`src/shared/tecp_pkg.sv`:
```
// Package of constants and carrier types for the timer, event counter and PWM block
package tecp_pkg;

  // ==========================================================
  // Register map
  localparam logic [2:0] ADDR_MODE = 3'h0;
  localparam logic [2:0] ADDR_COUNT = 3'h1;
  localparam logic [2:0] ADDR_RELOAD = 3'h2;
  localparam logic [2:0] ADDR_DUTY = 3'h3;
  localparam logic [2:0] ADDR_CTRL = 3'h4;

  // ==========================================================
  // Mode register fields
  localparam int MODE_ENABLE_BIT = 7;
  localparam int MODE_RATE_LSB = 4;
  localparam int MODE_EXT_BIT = 3;
  localparam int MODE_PULSE_BIT = 1;
  localparam int MODE_PWM_BIT = 0;
  localparam logic [7:0] MODE_RESET = 8'h00;
  localparam logic [7:0] MODE_MASK = 8'hfb;

  // Control register fields
  localparam int CTRL_FLAG_BIT = 0;
  localparam int CTRL_IEN_BIT = 1;
  localparam int CTRL_OSC_BIT = 2;
  localparam int CTRL_PIN_BIT = 4;

  // ==========================================================
  // Counter constants
  localparam logic [7:0] COUNT_FULL = 8'hff;
  localparam logic [7:0] COUNT_RESET = 8'h00;
  localparam logic [6:0] PRESCALE_RESET = 7'h00;

  // ==========================================================
  // Carrier types
  typedef struct packed {
    logic [2:0] addr;
    logic [7:0] wdata;
    logic wr;
    logic rd;
  } tecp_bus_t;

  typedef struct packed {
    logic enable;
    logic [2:0] rate;
    logic ext_clock_select;
    logic one_pulse_select;
    logic pwm_output_enable;
  } tecp_mode_t;

endpackage : tecp_pkg

```
`src/hdl/tecp_prescaler.sv`:
```
// Free running prescaler giving a one-cycle tick at the selected division
`timescale 1ns/1ns
`default_nettype none
module tecp_prescaler #(
  parameter int WIDTH = 7
) (
  input wire logic clock,
  input wire logic reset_n,
  input wire logic osc_tick,
  input wire logic [2:0] rate,
  output logic tick
);
  typedef struct packed {
    logic [WIDTH-1:0] count;
  } tecp_pre_t;

  tecp_pre_t p_q;
  tecp_pre_t p_d;
  logic [WIDTH-1:0] mask;

  // Code 000 divides by 128, code 111 by 1
  function automatic logic [WIDTH-1:0] rate_mask(input logic [2:0] code);
    rate_mask = WIDTH'((8'h80 >> code) - 8'h01);
  endfunction : rate_mask

  always_comb begin
    p_d = p_q;
    mask = rate_mask(rate);
    if (osc_tick) begin
      p_d.count = WIDTH'(p_q.count + 1'b1);
    end
  end

  always_ff @(posedge clock or negedge reset_n) begin
    if (!reset_n) begin
      p_q <= '0;
    end else begin
      p_q <= p_d;
    end
  end

  assign tick = osc_tick & ((p_q.count & mask) == mask);
endmodule : tecp_prescaler
`default_nettype wire

```
`src/hdl/tecp_sync.sv`:
```
// Two-stage synchroniser with falling edge detection on the stable stage
`timescale 1ns/1ns
`default_nettype none
module tecp_sync (
  input wire logic clock,
  input wire logic reset_n,
  input wire logic pin_in,
  output logic level_out,
  output logic fall_pulse
);
  typedef struct packed {
    logic meta;
    logic stable;
    logic last;
  } tecp_sync_t;

  tecp_sync_t s_q;
  tecp_sync_t s_d;

  always_comb begin
    s_d = s_q;
    s_d.meta = pin_in;
    s_d.stable = s_q.meta;
    s_d.last = s_q.stable;
  end

  always_ff @(posedge clock or negedge reset_n) begin
    if (!reset_n) begin
      // Idle high so that release of reset does not fake a falling edge
      s_q <= '{meta: 1'b1, stable: 1'b1, last: 1'b1};
    end else begin
      s_q <= s_d;
    end
  end

  assign level_out = s_q.stable;
  assign fall_pulse = s_q.last & ~s_q.stable;
endmodule : tecp_sync
`default_nettype wire

```
`src/hdl/tecp_top.sv`:
```
// Eight-bit timer with event counter, continuous PWM and one-pulse PWM
//
// The register addresses and the address-and-strobe port were decided locally.
`timescale 1ns/1ns
`default_nettype none
module tecp_top #(
  parameter int PRESCALE_WIDTH = 7
) (
  input wire logic clock,
  input wire logic reset_n,
  input wire logic [2:0] reg_addr,
  input wire logic [7:0] reg_wdata,
  input wire logic reg_wr,
  input wire logic reg_rd,
  output logic [7:0] reg_rdata,
  input wire logic high_osc_tick,
  input wire logic low_osc_tick,
  input wire logic event_input_pin,
  input wire logic pin_irq_request,
  input wire logic gpio_out,
  input wire logic gpio_oe,
  output logic pwm_pin_o,
  output logic pwm_pin_oe,
  output logic pwm_active,
  output logic overflow_irq,
  output logic overflow_pulse,
  output logic pin_irq_flag,
  output logic event_wake_enable
);

  // ==========================================================
  // State
  typedef struct packed {
    tecp_pkg::tecp_mode_t mode;
    logic [7:0] count_value;
    logic [7:0] reload_stage;
    logic [7:0] reload_value;
    logic [7:0] duty_stage;
    logic [7:0] duty_compare;
    logic overflow_flag;
    logic overflow_irq_enable;
    logic clock_mode_select;
    logic pin_irq_flag;
    logic pwm_level;
    logic pwm_live;
    logic started;
    logic overflow_pulse;
    logic [7:0] rdata;
  } tecp_state_t;

  tecp_state_t s_q;
  tecp_state_t s_d;
  tecp_pkg::tecp_bus_t bus;
  logic event_fall;
  logic osc_tick;
  logic pre_tick;
  logic count_tick;
  logic wrap;
  logic pwm_mode;
  logic [7:0] mode_byte;

  assign bus = '{addr: reg_addr, wdata: reg_wdata, wr: reg_wr, rd: reg_rd};

  function automatic logic hit(input tecp_pkg::tecp_bus_t b, input logic [2:0] a);
    hit = b.wr && (b.addr == a);
  endfunction : hit

  // ==========================================================
  // Clock sources
  tecp_sync u_sync (
    .clock(clock),
    .reset_n(reset_n),
    .pin_in(event_input_pin),
    .level_out(),
    .fall_pulse(event_fall)
  );

  assign osc_tick = s_q.clock_mode_select ? low_osc_tick : high_osc_tick;

  tecp_prescaler #(
    .WIDTH(PRESCALE_WIDTH)
  ) u_pre (
    .clock(clock),
    .reset_n(reset_n),
    .osc_tick(osc_tick),
    .rate(s_q.mode.rate),
    .tick(pre_tick)
  );

  assign count_tick = s_q.mode.ext_clock_select ? event_fall : pre_tick;
  assign wrap = s_q.mode.enable && s_q.started && count_tick
    && (s_q.count_value == tecp_pkg::COUNT_FULL);
  assign pwm_mode = s_q.mode.enable && s_q.mode.pwm_output_enable;
  assign mode_byte = {s_q.mode.enable, s_q.mode.rate, s_q.mode.ext_clock_select, 1'b0,
    s_q.mode.one_pulse_select, s_q.mode.pwm_output_enable};

  // ==========================================================
  // Next state
  always_comb begin
    s_d = s_q;
    s_d.overflow_pulse = 1'b0;
    s_d.rdata = 8'h00;

    // Register writes
    if (hit(bus, tecp_pkg::ADDR_MODE)) begin
      s_d.mode.enable = bus.wdata[tecp_pkg::MODE_ENABLE_BIT];
      s_d.mode.rate = bus.wdata[tecp_pkg::MODE_RATE_LSB +: 3];
      s_d.mode.ext_clock_select = bus.wdata[tecp_pkg::MODE_EXT_BIT];
      s_d.mode.one_pulse_select = bus.wdata[tecp_pkg::MODE_PULSE_BIT];
      s_d.mode.pwm_output_enable = bus.wdata[tecp_pkg::MODE_PWM_BIT];
    end
    if (hit(bus, tecp_pkg::ADDR_COUNT)) begin
      s_d.count_value = bus.wdata;
    end
    if (hit(bus, tecp_pkg::ADDR_RELOAD)) begin
      s_d.reload_stage = bus.wdata;
      if (!s_q.mode.enable) begin
        s_d.reload_value = bus.wdata;
      end
    end
    if (hit(bus, tecp_pkg::ADDR_DUTY)) begin
      s_d.duty_stage = bus.wdata;
      if (!s_q.mode.enable) begin
        s_d.duty_compare = bus.wdata;
      end
    end
    if (hit(bus, tecp_pkg::ADDR_CTRL)) begin
      // Writing zero clears the flag; writing one is ignored
      if (!bus.wdata[tecp_pkg::CTRL_FLAG_BIT]) begin
        s_d.overflow_flag = 1'b0;
      end
      if (!bus.wdata[tecp_pkg::CTRL_PIN_BIT]) begin
        s_d.pin_irq_flag = 1'b0;
      end
      s_d.overflow_irq_enable = bus.wdata[tecp_pkg::CTRL_IEN_BIT];
      s_d.clock_mode_select = bus.wdata[tecp_pkg::CTRL_OSC_BIT];
    end

    // Timer start loads the count from the active reload
    if (!s_q.mode.enable) begin
      s_d.started = 1'b0;
      s_d.pwm_live = 1'b0;
    end else if (!s_q.started) begin
      s_d.started = 1'b1;
      s_d.count_value = s_q.reload_value;
      s_d.pwm_level = s_q.duty_compare > s_q.reload_value;
    end else if (count_tick) begin
      if (wrap) begin
        // New period and duty take effect together at the reload
        s_d.reload_value = s_q.reload_stage;
        s_d.duty_compare = s_q.duty_stage;
        s_d.count_value = s_q.reload_stage;
        s_d.overflow_flag = 1'b1;
        s_d.overflow_pulse = 1'b1;
        s_d.pwm_level = s_q.duty_stage > s_q.reload_stage;
        if (s_q.mode.one_pulse_select && s_q.mode.pwm_output_enable && s_q.pwm_live) begin
          s_d.mode.pwm_output_enable = 1'b0;
          s_d.pwm_live = 1'b0;
        end
      end else begin
        s_d.count_value = 8'(s_q.count_value + 8'h01);
        if (8'(s_q.count_value + 8'h01) == s_q.duty_compare) begin
          s_d.pwm_level = 1'b0;
        end
      end
      // The pin is handed over on the first count edge after enabling
      if (pwm_mode && !s_q.pwm_live && !wrap) begin
        s_d.pwm_live = 1'b1;
      end
    end
    if (!s_d.mode.pwm_output_enable) begin
      s_d.pwm_live = 1'b0;
    end

    // Pin interrupt is blocked while event counting runs
    if (s_q.mode.ext_clock_select) begin
      s_d.pin_irq_flag = 1'b0;
    end else if (pin_irq_request) begin
      s_d.pin_irq_flag = 1'b1;
    end

    // Register reads, answered in the next cycle
    if (bus.rd) begin
      case (bus.addr)
        tecp_pkg::ADDR_MODE: s_d.rdata = mode_byte & tecp_pkg::MODE_MASK;
        tecp_pkg::ADDR_COUNT: s_d.rdata = s_q.count_value;
        tecp_pkg::ADDR_DUTY: s_d.rdata = s_q.duty_stage;
        tecp_pkg::ADDR_CTRL: s_d.rdata = {3'h0, s_q.pin_irq_flag, 1'b0, s_q.clock_mode_select,
          s_q.overflow_irq_enable, s_q.overflow_flag};
        default: s_d.rdata = 8'h00;
      endcase
    end
    // Hardware set wins over a software clear in the same cycle
    if (wrap) begin
      s_d.overflow_flag = 1'b1;
    end
    if (!s_q.mode.ext_clock_select && pin_irq_request) begin
      s_d.pin_irq_flag = 1'b1;
    end
  end

  always_ff @(posedge clock or negedge reset_n) begin
    if (!reset_n) begin
      s_q <= '0;
    end else begin
      s_q <= s_d;
    end
  end

  // ==========================================================
  // Outputs
  // Pin falls back to GPIO drive the moment the enable drops
  assign pwm_active = s_q.pwm_live && pwm_mode;
  assign pwm_pin_o = pwm_active ? s_q.pwm_level : gpio_out;
  assign pwm_pin_oe = pwm_active ? 1'b1 : gpio_oe;
  assign overflow_irq = s_q.overflow_flag && s_q.overflow_irq_enable;
  assign overflow_pulse = s_q.overflow_pulse;
  assign pin_irq_flag = s_q.pin_irq_flag;
  assign event_wake_enable = !(s_q.mode.enable && s_q.mode.ext_clock_select);
  assign reg_rdata = s_q.rdata;

endmodule : tecp_top
`default_nettype wire

```
`config.mk`:
```
export PLATFORM = sky130hd
export DESIGN_NAME = tecp_top
export DESIGN_NICKNAME = d
export VERILOG_FILES = /design/src/shared/tecp_pkg.sv /design/src/hdl/tecp_prescaler.sv /design/src/hdl/tecp_sync.sv /design/src/hdl/tecp_top.sv
export SDC_FILE = /design/constraint.sdc
export NUM_CORES = 1
export LEC_CHECK = 0
export BUFFER_PORTS_ARGS = -buffer_cell sky130_fd_sc_hd__buf_2
export CORE_AREA = 5 5 111 113
export DETAILED_ROUTE_END_ITERATION = 10
export DIE_AREA = 0 0 116 118
export HOLD_SLACK_MARGIN = 0.1
export PLACE_DENSITY = 0.62
export SYNTH_ARGS = -nofsm -noshare
export SYNTH_HDL_FRONTEND = slang
export SYNTH_HIERARCHICAL = 1
export SYNTH_SLANG_ARGS = --single-unit
```
`constraint.sdc`:
```
create_clock -name clock -period 7.1 [get_ports clock]
set_clock_uncertainty 0.05 [all_clocks]
set_input_delay 0.71 -clock clock [delete_from_list [all_inputs] [get_ports clock]]
set_output_delay 0.71 -clock clock [all_outputs]
set_load 0.01 [all_outputs]
```
==> summary.txt <==
Antenna Cells -> 0
status -> completed
Critical Path End Type -> flop
#FFs+latches synth -> 73
gr usage total -> 17.5%
setup ws final -> 3.51 ns
DR vias -> 3,318
HPWL after DPL -> 8090 um
DRT iter0 DRCs -> 255
clk_lat worst skew -> 0.34 ns
Final Cell Area -> 4820 um2
Slew @ Worst Pin -> 1.21 ns
CTS clk-pin slew, worst paths -> 0.06 ns
register area share after synthesis -> 42.3%
Final setup viols -> 0
largest net degree at the start of global routing -> 74
crit path max-delay cell type -> dfrtp_1
mean area per synthesized cell -> 10.1 um2
CP required -> 7.28 ns
Die ar. -> 13,700 um2
CTS sink count -> 73
Initial Util -> 38.6%
Leak Pwr -> 0.00211 uW
Synth area leader -> dfrtp_1
DRC viols -> 0
CP Buf/Inv Count -> 1
Synth Flop Type -> dfrtp_1
Boundary Pins -> 36
Max Freq -> 0.278 GHz
slowest stage delay, CP -> 0.56 ns
first-pass GRT wire length -> 18,400 um
Vert. Die Dim -> 118 um
CTS tree -> yes
drt pass-1 iters -> 5
crit path cell chain -> nand3_1 -> ha_1 -> nor3b_1 -> a31oi_1 -> a21oi_1 -> a211oi_2 -> mux2_2 -> nand3_1 -> or2_1 -> inv_2 -> a41oi_1 -> and3_1
CTS root buf -> clkbuf_16
final max-slew violation count -> 0
Routed Antenna Nets -> 0
Worst path most repeated cell -> nand3_1
placer congestion estimate -> 0.935
Syn-to-layout area delta -> 11.4%
post-cts repair resize count -> 0
via/cell ratio -> 5.57
Yosys warning count -> 6
RSZ-0062 raised after global routing -> false
synthesized instance count -> 429
number of synthesized flops with an enable pin -> 0
Cell Area, Placed -> 4540 um2
ranking of synthesized cells by area -> dfrtp_1 (40%), mux2i_1 (8.3%), mux2_2 (6.8%)
Peak supply drop -> 0.128 mV
Power Density -> 353 nW/um2
Worst EP arrival -> 3.77 ns
total CTS buffers -> 9
IO buf count -> 35
layout cell share with drive strength beyond 1 -> 21.4%
Post-Syn Area -> 4330 um2
Rows -> 39
Hold Path Class -> reg2reg
Yosys cell types -> 58
Core Box Area -> 11,200 um2
CP delay by family, top -> simple AND/OR/NAND/NOR gates
fraction of registers with async set/reset -> 100%
nets@finish -> 488
Post-CTS Setup Bufs -> 0
Sum Neg Setup Slack -> 0 ns
max cap viols -> 0
Final Cycle Share -> 50.6%
initial antenna violation count -> 0
shortest period the worst path allows -> 3.59 ns
pre-CTS setup slack -> 3.61 ns
startpoint class of the critical path -> flop
Fin. Hold Viols -> 0
Post-Route WL -> 11,400 um
Post-CTS Hold Buffers -> 0
clock buffer depth -> 2
worst-path maximum fanout -> 26
Routed WL per cell -> 19.1 um
die width -> 116 um
vias in the first global route -> 3,259
fill count -> 1,062
Yosys top cell area share -> 40.5%
grt total ovfl -> 0
Mapped Nets -> 469
worst rel slew slack -> 19.3%
Setup Crit Path Kind -> reg2reg
htree depth -> 3
[routing by layer]
layer,share of wire [%],GRT usage [%],up-vias
met1,45,24.2,1623
met2,48,27.1,94
li1,-,-,1579
met3,4.6,3.55,22
met4,2.2,6.38,0
met5,0,0,-
[cells in the mapped netlist (5+ instances only)]
cell      number
o211ai_1       5
nand4_1        5
xnor2_1        7
xor2_1        10
o22ai_1        8
nor2_1        19
buf_4         10
mux2i_1       36
buf_2          9
inv_1         20
dfrtp_1       70
a21oi_1       20
and2_1         6
o21ai_0       32
nand3_1       13
mux2_2        26
clkbuf_1       8
nand2_1       34
ha_1          19
nand2b_1       5
a22oi_1       11
nor3_1         5
[registers in the layout (all words and copies together) (netlist names)]
name,flops
u_sync/s_d,1
u_pre/p_q,7
overflow_pulse,1
reg_rdata,8
mode_byte,7
u_sync/s_q,1
pin_irq_flag,1
s_q,46
u_sync/level_out,1
[worst paths after layout]
check | depth (start not counted) | end | slack [ns] | startpoint
hold reg to reg | 0 | u_sync/level_out | 0.31 | u_sync/s_d[1]
min in group asynchronous | 1 | overflow_pulse | 0.46 | reset_n
setup reg to reg | 12 | s_q[10] | 3.51 | mode_byte[6]
hold / removal | 0 | u_sync/level_out | 0.31 | u_sync/s_d[1]
setup / recovery | 12 | s_q[10] | 3.51 | mode_byte[6]
max in group asynchronous | 1 | s_q[9] | 5.91 | reset_n
[area by class of cell]
class	instances	area (um2)	share of cell area, %
Clock inverter	6	50.0	1.04
Sequential cell	73	1830	37.9
Multi-Input combinational cell	304	2240	46.4
Tap cell	143	179	3.71
Clock buffer	10	239	4.95
Inverter	21	78.8	1.63
Timing Repair Buffer	39	208	4.30
[worst register-to-register path, delay by kind of cell (launching register included)]
family | cells | cell delay [ns]
AO/OA/AOI/OAI | 4 | 0.70
adder cells (fa/ha/maj) | 1 | 0.30
flip-flops | 1 | 0.56
multiplexers | 1 | 0.23
AND/OR/NAND/NOR | 5 | 1.20
buffers and inverters | 1 | 0.44
[cells in the final DEF, fill, tap and decap left out, types with 3 or more instances in the layout]
| master | netlist | routed |
|---|---|---|
| xnor2_1 | 7 | 7 |
| nand4_1 | 5 | 5 |
| inv_1 | 20 | 20 |
| and3_1 | 3 | 3 |
| nand2b_1 | 5 | 5 |
| nor2_1 | 19 | 19 |
| o21ai_0 | 32 | 32 |
| dfrtp_1 | 70 | 70 |
| nand3_1 | 13 | 13 |
| a22oi_1 | 11 | 11 |
| o211ai_1 | 5 | 5 |
| mux2_2 | 26 | 26 |
| and2_1 | 6 | 6 |
| mux2i_1 | 36 | 36 |
| nand2_1 | 34 | 34 |
| inv_6 | 0 | 3 |
| dfstp_2 | 3 | 3 |
| xor2_1 | 10 | 10 |
| o31ai_1 | 3 | 3 |
| buf_2 | 9 | 34 |
| buf_4 | 10 | 5 |
| clkbuf_16 | 0 | 9 |
| o22ai_1 | 8 | 8 |
| nor3b_1 | 3 | 3 |
| ha_1 | 19 | 19 |
| nor3_1 | 5 | 5 |
| a21oi_1 | 20 | 20 |
[cells by family (layout without fill, tap and decap cells)]
| group | after synthesis | in the layout | share of synthesized area, % |
|---|---|---|---|
| AND/OR/NAND/NOR | 109 | 109 | 13.3 |
| AO/OA/AOI/OAI | 96 | 96 | 14.0 |
| flip-flops | 73 | 73 | 42.3 |
| multiplexers | 63 | 63 | 15.3 |
| buffers and inverters | 52 | 76 | 6.15 |
| adder cells (fa/ha/maj) | 19 | 19 | 5.49 |
| XOR/XNOR | 17 | 17 | 3.44 |
[power by group]
part	total [uW]	leakage [uW]	switching (uW)	internal, uW
sequential	719	0.000891	186	532
clock	437	0.000136	187	250
combinational	547	0.00108	281	266
total	1700	0.00211	655	1050
[stage by stage]
stage               power [uW]  hold WS [ns]  cells  utilization (%)
finish                    1700         0.310    596             43.0
global route              1820         0.317    596             43.0
CTS                       1700         0.313    596             43.0
detailed placement        1260         0.304    580             40.4
global placement          1250         0.298    580             40.4
floorplan                 1100         0.295    429                -
(Power assumes the default switching activity.)
